$ cat config.mk
export PLATFORM = sky130hd
export DESIGN_NAME = swpc_top
export DESIGN_NICKNAME = d
export VERILOG_FILES = /design/src/verilog/swpc_pkg.sv /design/src/verilog/swpc_poll_timer.sv /design/src/verilog/swpc_top.sv
export VERILOG_INCLUDE_DIRS = /design/src /design/src/verilog
export SDC_FILE = /design/constraint.sdc
export NUM_CORES = 1
export LEC_CHECK = 0
export ABC_AREA = 1
export BUFFER_PORTS_ARGS = -buffer_cell sky130_fd_sc_hd__buf_4
export CAP_MARGIN = 20
export CORE_MARGIN = 2
export CORE_UTILIZATION = 50
export CTS_CLUSTER_DIAMETER = 80
export CTS_CLUSTER_SIZE = 16
export DETAILED_ROUTE_END_ITERATION = 8
export PLACE_DENSITY = 0.75
export SLEW_MARGIN = 25
export SYNTH_ARGS = -nofsm -noshare
export SYNTH_HDL_FRONTEND = slang
export SYNTH_SLANG_ARGS = --single-unit
export TNS_END_PERCENT = 10
$ cat constraint.sdc
create_clock -name core_clk_in -period 2.75 [get_ports core_clk_in]
set_clock_uncertainty 0.1 [all_clocks]
set_input_delay 0 -clock core_clk_in [delete_from_list [all_inputs] [get_ports core_clk_in]]
set_output_delay 0 -clock core_clk_in [all_outputs]
set_load 0.05 [all_outputs]
$ cat src/verilog/swpc_cfg.svh
// constants for the switch input poll configuration block
`ifndef SWPC_CFG_SVH
`define SWPC_CFG_SVH

// ----------------------------------------------------------------
// widths
// ----------------------------------------------------------------
`define SWPC_ADDR_W      6
`define SWPC_DATA_W      24
`define SWPC_CH_NUM      24
`define SWPC_CH_IDX_W    5
`define SWPC_CS_W        10
`define SWPC_POLL_CODE_W 4
`define SWPC_MS_CNT_W    17
`define SWPC_POLL_MS_W   13

// ----------------------------------------------------------------
// register offsets
// ----------------------------------------------------------------
`define SWPC_OFF_CONFIG  6'h1A
`define SWPC_OFF_IN_EN   6'h1B
`define SWPC_OFF_CS_SEL  6'h1C

// ----------------------------------------------------------------
// fields and reset values
// ----------------------------------------------------------------
`define SWPC_CFG_SWRST_BIT 0
`define SWPC_CFG_POLL_LSB  1
`define SWPC_CFG_POLL_MSB  4
`define SWPC_CFG_POLL_EN   10
`define SWPC_CFG_RUN_BIT   11
`define SWPC_CFG_WR_MASK   24'hFFFFFE
`define SWPC_CS_RW_MASK    24'h0003FF
`define SWPC_REG_RESET     24'h000000
`define SWPC_DATA_ZERO     24'h000000

// ----------------------------------------------------------------
// timing: 50 MHz clock, polling interval table in ms
// ----------------------------------------------------------------
`define SWPC_CLK_HZ      50000000
`define SWPC_MS_PER_S    1000
`define SWPC_POLL_MS_0   13'd2
`define SWPC_POLL_MS_1   13'd4
`define SWPC_POLL_MS_2   13'd8
`define SWPC_POLL_MS_3   13'd16
`define SWPC_POLL_MS_4   13'd32
`define SWPC_POLL_MS_5   13'd48
`define SWPC_POLL_MS_6   13'd64
`define SWPC_POLL_MS_7   13'd128
`define SWPC_POLL_MS_8   13'd256
`define SWPC_POLL_MS_9   13'd512
`define SWPC_POLL_MS_A   13'd1024
`define SWPC_POLL_MS_B   13'd2048
`define SWPC_POLL_MS_C   13'd4096
`define SWPC_POLL_MS_DEF 13'd8

`endif

$ cat src/verilog/swpc_pkg.sv
// types shared by the switch input poll configuration block
package swpc_pkg;

    // scan sequencer states, one-hot
    typedef enum logic [1:0]
    {
        SWPC_SEQ_IDLE = 2'b01,
        SWPC_SEQ_SCAN = 2'b10
    } swpc_seq_e;

endpackage

$ cat src/verilog/swpc_poll_timer.sv
// polling interval timer: ms prescaler and interval counter
`timescale 1ns/1ps
`default_nettype none
`include "swpc_cfg.svh"

module swpc_poll_timer
    import swpc_pkg::*;
#(
    parameter int CYCLES_PER_MS = `SWPC_CLK_HZ / `SWPC_MS_PER_S
)
(
    input  wire logic                           core_clk_in,
    input  wire logic                           rst_n_in,
    input  wire logic                           clear_in,
    input  wire logic                           enable_in,
    input  wire logic [`SWPC_POLL_CODE_W-1:0]   poll_code_in,
    output logic                                poll_start_out
);

    // ----------------------------------------------------------------
    // interval decode
    // ----------------------------------------------------------------
    function automatic logic [`SWPC_POLL_MS_W-1:0] swpc_interval_ms
    (
        input logic [`SWPC_POLL_CODE_W-1:0] code
    );
        logic [`SWPC_POLL_MS_W-1:0] ms;
        ms = `SWPC_POLL_MS_DEF;
        case (code)
            4'h0:    ms = `SWPC_POLL_MS_0;
            4'h1:    ms = `SWPC_POLL_MS_1;
            4'h2:    ms = `SWPC_POLL_MS_2;
            4'h3:    ms = `SWPC_POLL_MS_3;
            4'h4:    ms = `SWPC_POLL_MS_4;
            4'h5:    ms = `SWPC_POLL_MS_5;
            4'h6:    ms = `SWPC_POLL_MS_6;
            4'h7:    ms = `SWPC_POLL_MS_7;
            4'h8:    ms = `SWPC_POLL_MS_8;
            4'h9:    ms = `SWPC_POLL_MS_9;
            4'hA:    ms = `SWPC_POLL_MS_A;
            4'hB:    ms = `SWPC_POLL_MS_B;
            4'hC:    ms = `SWPC_POLL_MS_C;
            default: ms = `SWPC_POLL_MS_DEF; // unlisted codes fall back to 8 ms
        endcase
        return ms;
    endfunction

    localparam logic [`SWPC_MS_CNT_W-1:0] MS_LAST = `SWPC_MS_CNT_W'(CYCLES_PER_MS - 1);

    logic [`SWPC_MS_CNT_W-1:0]  ms_cnt_q;
    logic [`SWPC_POLL_MS_W-1:0] iv_cnt_q;
    logic                       start_q;
    wire logic [`SWPC_POLL_MS_W-1:0] iv_last;
    wire logic                       ms_done;
    wire logic                       iv_done;

    assign iv_last = swpc_interval_ms(poll_code_in) - `SWPC_POLL_MS_W'(1);
    assign ms_done = (ms_cnt_q == MS_LAST);
    assign iv_done = ms_done && (iv_cnt_q == iv_last);

    // ----------------------------------------------------------------
    // counters; held at zero while idle so each run starts a full interval
    // ----------------------------------------------------------------
    always_ff @(posedge core_clk_in)
    begin
        if (!rst_n_in || clear_in || !enable_in)
        begin
            ms_cnt_q <= '0;
            iv_cnt_q <= '0;
            start_q  <= 1'b0;
        end
        else
        begin
            ms_cnt_q <= ms_done ? '0 : ms_cnt_q + `SWPC_MS_CNT_W'(1);
            if (ms_done)
                iv_cnt_q <= iv_done ? '0 : iv_cnt_q + `SWPC_POLL_MS_W'(1);
            start_q  <= iv_done;
        end
    end

    assign poll_start_out = start_q;

endmodule
`default_nettype wire

$ cat src/verilog/swpc_top.sv
// switch input poll configuration registers and channel scan sequencer
// ----------------------------------------------------------------
// What this block does
// - poll interval code 0h-Ch picks 2..4096 ms, higher codes give 8 ms
// - writing 1 to config bit 0 soft-resets the device, 0 does nothing
// - each channel-enable bit enables its input; cleared channels are skipped
// - channel-enable register at 1Bh resets to zero, all channels disabled
// - direction bits for inputs 0-9: 0 source current, 1 sink current
// - direction register bits 23-10 read-only and read zero, 9-0 writable
// - direction register at 1Ch resets to zero, all inputs source current
// - polling-enable clear gives continuous mode, set gives interval polling
// ----------------------------------------------------------------
`timescale 1ns/1ps
`default_nettype none
`include "swpc_cfg.svh"

module swpc_top
    import swpc_pkg::*;
#(
    parameter int CYCLES_PER_MS = `SWPC_CLK_HZ / `SWPC_MS_PER_S
)
(
    input  wire logic                         core_clk_in,
    input  wire logic                         rst_n_in,
    input  wire logic                         reg_wr_en_in,
    input  wire logic                         reg_rd_en_in,
    input  wire logic [`SWPC_ADDR_W-1:0]      reg_addr_in,
    input  wire logic [`SWPC_DATA_W-1:0]      reg_wdata_in,
    output logic      [`SWPC_DATA_W-1:0]      reg_rdata_out,
    output logic      [`SWPC_CH_NUM-1:0]      channel_enable_out,
    output logic      [`SWPC_CS_W-1:0]        current_direction_bit_out,
    output logic                              run_request_out,
    output logic                              poll_enable_out,
    output logic                              soft_reset_out,
    output logic                              poll_start_out,
    output logic                              scan_active_out,
    output logic                              sample_strobe_out,
    output logic      [`SWPC_CH_IDX_W-1:0]    sample_channel_out
);

    // ----------------------------------------------------------------
    // next enabled channel at or above a start index
    // ----------------------------------------------------------------
    function automatic logic [`SWPC_CH_IDX_W:0] swpc_next_enabled
    (
        input logic [`SWPC_CH_NUM-1:0]   mask,
        input logic [`SWPC_CH_IDX_W-1:0] from
    );
        logic [`SWPC_CH_IDX_W:0] res;
        res = '0;
        for (int i = 0; i < `SWPC_CH_NUM; i++)
        begin
            if (!res[`SWPC_CH_IDX_W] && (i >= int'(from)) && mask[i])
                res = {1'b1, `SWPC_CH_IDX_W'(i)};
        end
        return res;
    endfunction

    // ----------------------------------------------------------------
    // offset match, shared by the write strobes and the read mux
    // ----------------------------------------------------------------
    function automatic logic swpc_addr_hit
    (
        input logic [`SWPC_ADDR_W-1:0] addr,
        input logic [`SWPC_ADDR_W-1:0] offset
    );
        return (addr == offset);
    endfunction

    logic [`SWPC_DATA_W-1:0]   config_q;
    logic [`SWPC_CH_NUM-1:0]   in_en_q;
    logic [`SWPC_CS_W-1:0]     cs_sel_q;
    logic [`SWPC_DATA_W-1:0]   rdata_q;
    logic                      swrst_q;
    swpc_seq_e                 seq_q;
    logic [`SWPC_CH_IDX_W-1:0] ptr_q;
    logic                      strobe_q;
    logic [`SWPC_CH_IDX_W-1:0] chan_q;

    // ----------------------------------------------------------------
    // register decode
    // ----------------------------------------------------------------
    // one compare per offset; unlisted offsets match none, so writes drop and reads give zero
    wire logic hit_cfg = swpc_addr_hit(reg_addr_in, `SWPC_OFF_CONFIG);
    wire logic hit_en  = swpc_addr_hit(reg_addr_in, `SWPC_OFF_IN_EN);
    wire logic hit_cs  = swpc_addr_hit(reg_addr_in, `SWPC_OFF_CS_SEL);
    wire logic wr_cfg  = reg_wr_en_in && hit_cfg;
    wire logic wr_en   = reg_wr_en_in && hit_en;
    wire logic wr_cs   = reg_wr_en_in && hit_cs;
    wire logic swrst_req = wr_cfg && reg_wdata_in[`SWPC_CFG_SWRST_BIT];
    wire logic run       = config_q[`SWPC_CFG_RUN_BIT];
    wire logic poll_en   = config_q[`SWPC_CFG_POLL_EN];
    wire logic [`SWPC_POLL_CODE_W-1:0] poll_code =
        config_q[`SWPC_CFG_POLL_MSB:`SWPC_CFG_POLL_LSB];
    wire logic timer_start;
    wire logic [`SWPC_DATA_W-1:0] cs_word = {{(`SWPC_DATA_W-`SWPC_CS_W){1'b0}}, cs_sel_q};
    wire logic [`SWPC_DATA_W-1:0] rd_mux =
        hit_cfg ? config_q :
        hit_en  ? in_en_q  :
        hit_cs  ? cs_word  : `SWPC_DATA_ZERO;

    // ----------------------------------------------------------------
    // configuration registers
    // ----------------------------------------------------------------
    // enable register resets clear
    // soft reset clears all registers; the reset bit is never stored
    always_ff @(posedge core_clk_in)
    begin
        if (!rst_n_in || swrst_req)
        begin
            config_q <= `SWPC_REG_RESET;
            in_en_q  <= `SWPC_REG_RESET;
            cs_sel_q <= `SWPC_CS_W'(`SWPC_REG_RESET);
        end
        else
        begin
            if (wr_cfg)
                config_q <= reg_wdata_in & `SWPC_CFG_WR_MASK;
            if (wr_en)
                in_en_q <= reg_wdata_in;
            if (wr_cs)
                cs_sel_q <= `SWPC_CS_W'(reg_wdata_in & `SWPC_CS_RW_MASK);
        end
    end

    // read data and soft reset pulse, both one cycle after the access
    always_ff @(posedge core_clk_in)
    begin
        if (!rst_n_in)
        begin
            rdata_q <= `SWPC_DATA_ZERO;
            swrst_q <= 1'b0;
        end
        else
        begin
            if (reg_rd_en_in)
                rdata_q <= rd_mux;
            // reset pulse only on a 1
            swrst_q <= swrst_req;
        end
    end

    // ----------------------------------------------------------------
    // polling interval timer
    // ----------------------------------------------------------------
    // timer only runs in polling mode
    swpc_poll_timer #(
        .CYCLES_PER_MS (CYCLES_PER_MS)
    ) u_timer (
        .core_clk_in    (core_clk_in),
        .rst_n_in       (rst_n_in),
        .clear_in       (swrst_req),
        .enable_in      (run && poll_en),
        .poll_start_out (timer_start)
    ,   .poll_code_in   (poll_code)
    );

    // ----------------------------------------------------------------
    // channel scan sequencer
    // ----------------------------------------------------------------
    // skip disabled channels
    wire logic [`SWPC_CH_IDX_W:0] nxt = swpc_next_enabled(in_en_q, ptr_q);
    // continuous mode restarts at once, polling waits for the timer
    wire logic scan_go = run && (poll_en ? timer_start : 1'b1);

    // a run-request drop aborts mid-scan, so reconfiguration never sees a half cycle
    always_ff @(posedge core_clk_in)
    begin
        if (!rst_n_in || swrst_req || !run)
        begin
            seq_q    <= SWPC_SEQ_IDLE;
            ptr_q    <= '0;
            strobe_q <= 1'b0;
            chan_q   <= '0;
        end
        else
        begin
            strobe_q <= 1'b0;
            unique case (seq_q)
                SWPC_SEQ_IDLE:
                begin
                    ptr_q <= '0;
                    if (scan_go)
                        seq_q <= SWPC_SEQ_SCAN;
                end
                SWPC_SEQ_SCAN:
                begin
                    if (nxt[`SWPC_CH_IDX_W])
                    begin
                        strobe_q <= 1'b1;
                        chan_q   <= nxt[`SWPC_CH_IDX_W-1:0];
                        ptr_q    <= nxt[`SWPC_CH_IDX_W-1:0] + `SWPC_CH_IDX_W'(1);
                    end
                    else
                        seq_q <= SWPC_SEQ_IDLE; // no enabled channel left
                end
                default:
                    seq_q <= SWPC_SEQ_IDLE;
            endcase
        end
    end

    // ----------------------------------------------------------------
    // outputs
    // ----------------------------------------------------------------
    assign reg_rdata_out             = rdata_q;
    assign channel_enable_out        = in_en_q;
    // 0 source, 1 sink per input
    assign current_direction_bit_out = cs_sel_q;
    assign run_request_out           = run;
    assign poll_enable_out           = poll_en;
    assign soft_reset_out            = swrst_q;
    assign poll_start_out            = timer_start;
    assign scan_active_out           = (seq_q == SWPC_SEQ_SCAN);
    assign sample_strobe_out         = strobe_q;
    assign sample_channel_out        = chan_q;

endmodule
`default_nettype wire

# Word-level counts from Yosys, hierarchy flattened
# Memories as Yosys holds them, arrays and structs flattened. A register that Yosys moved wholly into a read port is not among the register bits.
# Index checks and enable logic that the tools add are counted.
[word_totals]
mem_bits_ro = 192
register_bits = 126
elab_cells = 178
mem_count = 1
out_inout_bits = 69
input_bits = 34
[classes]
reduce_logical = 89
n_addsub = 4
mux = 37
bitwise_logic = 1
n_lt_le_gt_ge = 24
eq_ne = 10
[memory_table]
columns = ["memory", "depth", "width", "read_ports", "rd_clocked_by_memory_dff", "wr", "line", "text"]
rows = [
  ["(no name shown)", 16, 12, 1, 1, 0, "swpc_poll_timer.sv:29", "case (code)"],
]
[ops]
columns = ["cell", "count"]
rows = [
  ["$mux W6", 24],
  ["$logic_and A1 B1 Y1", 54],
  ["$mux W24", 2],
  ["$ge A4 B5 Y1 const A", 8],
  ["$ge A5 B5 Y1 const A", 8],
  ["$logic_not A1 Y1", 26],
  ["$ge A3 B5 Y1 const A", 4],
  ["$eq A6 B5 Y1 const B", 3],
  ["$add A17 B1 Y17 const B", 1],
  ["$eq A17 B16 Y1 const B", 1],
  ["$add A13 B1 Y13 const B", 1],
  ["$eq A13 B13 Y1", 1],
  ["$mux W13", 1],
  ["$sub A13 B1 Y13 const B", 1],
  ["$ge A1 B5 Y1 const A", 2],
  ["$ge A2 B5 Y1 const A", 2],
  ["$mux W10", 1],
  ["$pmux W5 S2", 1],
  ["$mux W4", 2],
  ["$reduce_and A2 Y1", 3],
  ["$add A5 B1 Y5 const B", 1],
  ["$mux W5", 1],
  ["$mux W2", 2],
  ["$ne A2 B2 Y1 const B", 2],
  ["other kinds (9)", 13],
]

# Logic depth before layout (Yosys ltp)
[logic_depth]
ltp_word = 98
ltp_mapped = 23
ltp_nobuf = 22

# Hierarchy
# A second synthesis with hierarchy kept.
[unflattened]
hier_cells = 964
area_unflattened_um2 = 6622.6
[modules_own_cells]
columns = ["mod", "cells_each", "n_inst", "seq_area_each_um2", "area_each_um2"]
rows = [
  ["swpc_top", 634, 1, 1901.8, 4515.6],
  ["swpc_poll_timer", 330, 1, 620.6, 2107.0],
]

# Worst setup path after synthesis
# Ideal clock, no wire load.
[synth_path]
kind = "reg2reg"
start = "register in_en_q[0], in the netlist channel_enable_out[0]"
end = "register ptr_q[2]"
n_path_buf = 0
setup_time_ns = 0.123
setup_slack_ns = -0.171
period_less_slack_ns = 2.921
t_arrival_ns = 2.698
required_time_ns = 2.527
stages_incl_launch_ff = 21
path_cell_list = "dfxtp_1 inv_1 nor2_1 nand2_4 nand2_4 nor2_4 nand4_4 nor2_4 o211ai_2 nand4_2 nor2_4 nand4_4 nor2_4 nand4_4 nor2_4 nand4_1 nand3_1 ha_1 a21oi_1 o21ai_0 a21oi_1"
[synth_between]
elab_chain_len = 97
elab_cells_between_ends = 99
cone_classes = "add/sub: 1; eq/ne: 1; mux: 26; reduce/logical: 71"
[synth_lines]
columns = ["item", "line", "text"]
rows = [
  ["from (decl)", "swpc_top.sv:71", "logic [`SWPC_CH_NUM-1:0] in_en_q;"],
  ["from (signal assigned)", "swpc_top.sv:112", "in_en_q <= `SWPC_REG_RESET;"],
  ["from (signal assigned)", "swpc_top.sv:120", "in_en_q <= reg_wdata_in;"],
  ["$logic_and A1 B1 Y1 (*)", "swpc_top.sv:53", "if (!res[`SWPC_CH_IDX_W] && (i >= int'(from)) && mask[i])"],
  ["$mux W6 (*)", "swpc_top.sv:53", ""],
  ["$logic_not A1 Y1", "swpc_top.sv:53", ""],
  ["$logic_and A1 B1 Y1 (2 in a row)", "swpc_top.sv:53", ""],
  ["$mux W6 (*)", "swpc_top.sv:53", ""],
  ["$logic_not A1 Y1", "swpc_top.sv:53", ""],
  ["$logic_and A1 B1 Y1 (2 in a row)", "swpc_top.sv:53", ""],
  ["$mux W6 (*)", "swpc_top.sv:53", ""],
  ["[... 79 more ...]", "n/a", ""],
  ["$mux W6 (*)", "swpc_top.sv:53", ""],
  ["$logic_not A1 Y1", "swpc_top.sv:53", ""],
  ["$logic_and A1 B1 Y1 (2 in a row)", "swpc_top.sv:53", ""],
  ["$mux W6 (*)", "swpc_top.sv:53", ""],
  ["via nxt[1]", "swpc_top.sv:162", "wire logic [`SWPC_CH_IDX_W:0] nxt = swpc_next_enabled(in_en_q, ptr_q);"],
  ["$add A5 B1 Y5 (*)", "swpc_top.sv:192", "ptr_q <= nxt[`SWPC_CH_IDX_W-1:0] + `SWPC_CH_IDX_W'(1);"],
  ["$mux W5 (*)", "swpc_top.sv:188", "if (nxt[`SWPC_CH_IDX_W])"],
  ["$pmux W5 S2 (*)", "swpc_top.sv:179", "unique case (seq_q)"],
  ["to (signal assigned)", "swpc_top.sv:192", ""],
  ["to (decl)", "swpc_top.sv:76", "logic [`SWPC_CH_IDX_W-1:0] ptr_q;"],
]
# The timed path passes the listed nets; every way through them passes the cells marked *. The select of a mux whose other input is x is not followed.
# A chain may end at the register's enable or synchronous reset.

# Worst setup path after layout
[layout_path]
start = "register ptr_q[2]"
end = "register ptr_q[2]"
[layout_between]
elab_chain_len = 98
elab_cells_between_ends = 123
cone_classes = "add/sub: 1; order compare: 24; eq/ne: 1; mux: 26; reduce/logical: 71"
[layout_lines]
columns = ["item", "line"]
rows = [
  ["$ge A1 B5 Y1", "swpc_top.sv:53"],
  ["$logic_and A1 B1 Y1", "swpc_top.sv:53"],
  ["$mux W6", "swpc_top.sv:53"],
  ["$logic_not A1 Y1", "swpc_top.sv:53"],
  ["$logic_and A1 B1 Y1 (2 in a row)", "swpc_top.sv:53"],
  ["$mux W6", "swpc_top.sv:53"],
  ["$logic_not A1 Y1", "swpc_top.sv:53"],
  ["$logic_and A1 B1 Y1 (2 in a row)", "swpc_top.sv:53"],
  ["[... 80 more ...]", "n/a"],
  ["$mux W6", "swpc_top.sv:53"],
  ["$logic_not A1 Y1", "swpc_top.sv:53"],
  ["$logic_and A1 B1 Y1 (2 in a row)", "swpc_top.sv:53"],
  ["$mux W6 (*)", "swpc_top.sv:53"],
  ["via nxt[1]", "swpc_top.sv:162"],
  ["$add A5 B1 Y5 (*)", "swpc_top.sv:192"],
  ["$mux W5 (*)", "swpc_top.sv:188"],
  ["$pmux W5 S2 (*)", "swpc_top.sv:179"],
]
# Marks and branches as above.

==> summary.txt <==
Routing
  • DR vias: 6,432
  • Post-DRT Antenna Nets: 0
  • DRC: 0
  • Drt first pass iters: 5
  • DR iter-0 viols: 415
  • Routed vias/inst: 5.21
  • WL per Instance: 14.4 um
  • WL final: 17,800 um

Logic synthesis
  • Ys async rst share: 0%
  • Sequential share of the synthesized area: 42.7%
  • Post-synthesis adder-cell area fraction: 0.774%
  • Synthesized area per cell: 7.34 um^2
  • Yosys warns: 0
  • Mapped Area: 6460 um^2
  • Synthesized Nets: 919
  • Main combinational cell family by area after synthesis: simple AND/OR/NAND/NOR gates
  • Compound-gate portion of the synthesized area: 14.5%
  • EDFF count, synth: 0
  • Synth Area in Simple Gates: 29.8%
  • Post-synthesis cell count: 881
  • Ys flop type: dfxtp_1
  • XOR/XNOR Fraction of Synth Area: 3.93%
  • #FFs+latches synth: 138
  • Yosys cell types: 48
  • Fraction of synthesized area in multiplexers: 0%

CTS
  • CTS tree: built
  • Clk_lat worst skew: 0.43 ns
  • CTS sink cnt: 138
  • Reg clk slew, reported paths: 0.06 ns
  • CTS Buf Count: 17
  • Root buf cell: clkbuf_16
  • Htree depth: 4
  • Bufs on Longest Clock Path: 2

Pwr
  • Cell Pwr Density: 536 nW/um^2
  • Reg power frac: 43.7%
  • Sw Share: 23.7%
  • Leak pwr: 3.59 nW
  • Worst VDD drop: 0.455 mV
  • Logic pwr share: 7.4%
  • Clock Power Share: 48.9%
  • Internal: 3.55 mW
  • Net Switching: 1.10 mW

STA
  • Worst Tran Pin Value: 0.787 ns
  • Slew headroom: 47.5%
  • Unrepaired setup endpoints after global routing: yes
  • Setup TNS: -0.293 ns
  • Setup violations, final: 4
  • Final worst-path cycle share: 104%
  • Final hold vios: 0
  • Post-route setup slack: -0.104 ns
  • Fin crit period: 2.85 ns
  • F_max: 350 MHz
  • Slew Limit Fails: 0

Finish
  • Syn-to-layout area delta: 34.3%
  • Most frequent cells in the layout: 186 x nand2_1, 143 x buf_4, 126 x dfxtp_1, 108 x nor2_1, 99 x inv_1
  • Inserted Diodes: 0
  • Final non-filler cell total: 1,234
  • Share of layout cells above drive strength 1: 22.3%
  • Post-route cell area: 8680 um^2
  • Most common cell after layout, fill and taps aside: nand2_1
  • Nets: 1,087
  • Final Core Density: 68.8%

Setup path
  • Reg2reg start: ptr_q[2]
  • Worst setup path category: reg2reg
  • CP endpoint kind: flip-flop
  • FF-to-FF path depth: 22
  • R2R setup slack: -0.10 ns
  • WP data required: 3.00 ns
  • Crit path max fanout: 7
  • Startpoint Class: flip-flop
  • Worst EP arrival: 3.10 ns
  • Reg2Reg Capture Point: ptr_q[2]

GRT
  • Largest net degree at the start of global routing: 56
  • Initial antenna violation count: 0
  • GR Overflow Total: 0
  • Total global routing track utilization: 25.7%
  • Vias in the first global route: 6,116
  • First-pass GRT wire length: 29,000 um

Run status
  • Status: complete, but fails checks
  • Failing checks: negative setup slack

Floorplanning
  • Row Count: 41
  • Width of the die: 118 um
  • # IOs: 103
  • Die ar.: 13,900 um^2
  • Core ar.: 12,600 um^2
  • Starting Density: 51.2%
  • Die H: 118 um

Min path
  • Min-delay src: reg_addr_in[3]
  • Hold depth: 6
  • Worst Hold Class: in2reg
  • Hold path endpoint: reg_rdata_out[3]

Placement
  • Placed Cells: 1,162
  • Port bufs: 102
  • Placed cell areas: 7630 um^2
  • Final RePlAce weighted congestion: 0.879
  • DP Wirelength: 11,700 um

Flow run
  • Max-Cap Viols: 0
[worst max-delay path by stage]
| stage | from | to | slack (ns) |
|---|---|---|---|
| 2_1_floorplan | channel_enable_out[0] | ptr_q[2] | 0.005 |
| 3_3_place_gp | ptr_q[2] | ptr_q[2] | -0.05 |
| 3_5_place_dp | ptr_q[2] | ptr_q[2] | -0.15 |
| 4_1_cts | ptr_q[4] | ptr_q[2] | -0.06 |
| 5_1_grt | ptr_q[2] | ptr_q[3] | -0.35 |
| 6_report | ptr_q[2] | ptr_q[2] | -0.10 |
[cell usage after synthesis, types with 2 or more instances]
cell	number	share of area [%]
o221ai_1	14	1.9
o22ai_1	3	0.29
nor4_1	6	0.58
xor2_1	21	2.8
o211ai_1	2	0.23
nand3_1	47	3.6
o21ai_0	24	1.9
nand2_4	4	0.70
nor3b_1	6	0.70
nand2_2	2	0.19
nor3_2	2	0.31
nand3_2	2	0.31
nor2_1	109	6.3
nand3b_1	2	0.23
clkbuf_1	27	1.6
nand4_1	13	1.3
ha_1	4	0.77
o21a_1	2	0.23
buf_1	2	0.12
inv_1	99	5.7
nand2_1	188	11
o21ai_1	3	0.23
xnor2_1	8	1.1
a31oi_1	12	1.2
a211oi_1	21	2.4
o31ai_1	2	0.23
dfxtp_1	138	43
nand4_4	3	0.99
inv_2	6	0.35
or2_2	9	0.87
nor2_4	6	1.0
clkinv_1	2	0.12
a21oi_1	64	5.0
nor3_1	14	1.1
[timing repair]
action	in CTS	in global routing
hold buffers	34	0
resized for setup	10	11
setup endpoints to repair	12	45
buffers inserted	0	6
pin swaps	0	6
hold endpoints to repair	91	0
[state kept, by name (all words and copies together), names as in the netlist, named ones only]
register / cells
channel_enable_out: 24
reg_rdata_out: 24
config_q: 23
u_timer.ms_cnt_q: 17
u_timer.iv_cnt_q: 13
current_direction_bit_out: 10
ptr_q: 5
sample_channel_out: 5
seq_q: 2
sample_strobe_out: 1
soft_reset_out: 1
u_timer.poll_start_out: 1
[critical path, stage by stage, from the launching register on]
cell	delay, ns
dfxtp_4	0.39
inv_4	0.05
nand2_4	0.09
inv_4	0.04
nand2_4	0.06
nand2_4	0.05
nor2_4	0.10
nand4_4	0.10
nor2_4	0.19
nand3_2	0.13
nand4_4	0.13
nor2_4	0.06
nand4_4	0.09
nor2_4	0.06
buf_4	0.16
o211ai_1	0.10
nand4_1	0.12
inv_1	0.08
nand3_1	0.10
ha_2	0.21
a21oi_1	0.12
o21ai_0	0.09
a21oi_1	0.12
[power by group through the flow]
stage	sequential (mW)	combinational, mW	clock (mW)
global route	2.03	0.368	2.39
finish	2.03	0.345	2.28
detailed placement	2.08	0.295	0
global placement	2.08	0.292	0
floorplan	2.15	0.110	0
CTS	2.03	0.331	2.29
[cell type report]
| cell class | instances | area, um^2 |
|---|---|---|
| Clock buffer | 24 | 512 |
| Clock inverter | 8 | 83.8 |
| Fill cell | 1044 | 3940 |
| Inverter | 109 | 418 |
| Multi-Input combinational cell | 604 | 3220 |
| Sequential cell | 138 | 2790 |
| Tap cell | 172 | 215 |
| Timing Repair Buffer | 179 | 1450 |
[routing by layer]
layer / routed length, um / GRT usage (%) / vias to the layer above
met3: 1040 / 5.47 / 30
met2: 8570 / 42.5 / 205
li1: - / - / 3240
met5: 0 / 0 / -
met4: 280 / 10.2 / 0
met1: 7920 / 32.9 / 2957
[kinds of logic (layout without fill, tap and decap cells)]
group           count (synthesis)  in the layout
compound gates                153            153
xor+xnor                       29             29
fa+ha+maj                       4              4
buf+inv                       139            320
flops                         138            138
simple gates                  418            418
[metrics by stage]
step,setup WS (ns),hold slack [ns],power [mW]
2_1_floorplan,0.00510,0.0344,2.26
3_3_place_gp,-0.0526,0.177,2.37
3_5_place_dp,-0.147,0.181,2.37
4_1_cts,-0.0631,0.0436,4.65
5_1_grt,-0.350,0.0968,4.79
6_report,-0.104,0.0584,4.65
Note: power is estimated with default switching activity, not from simulation.
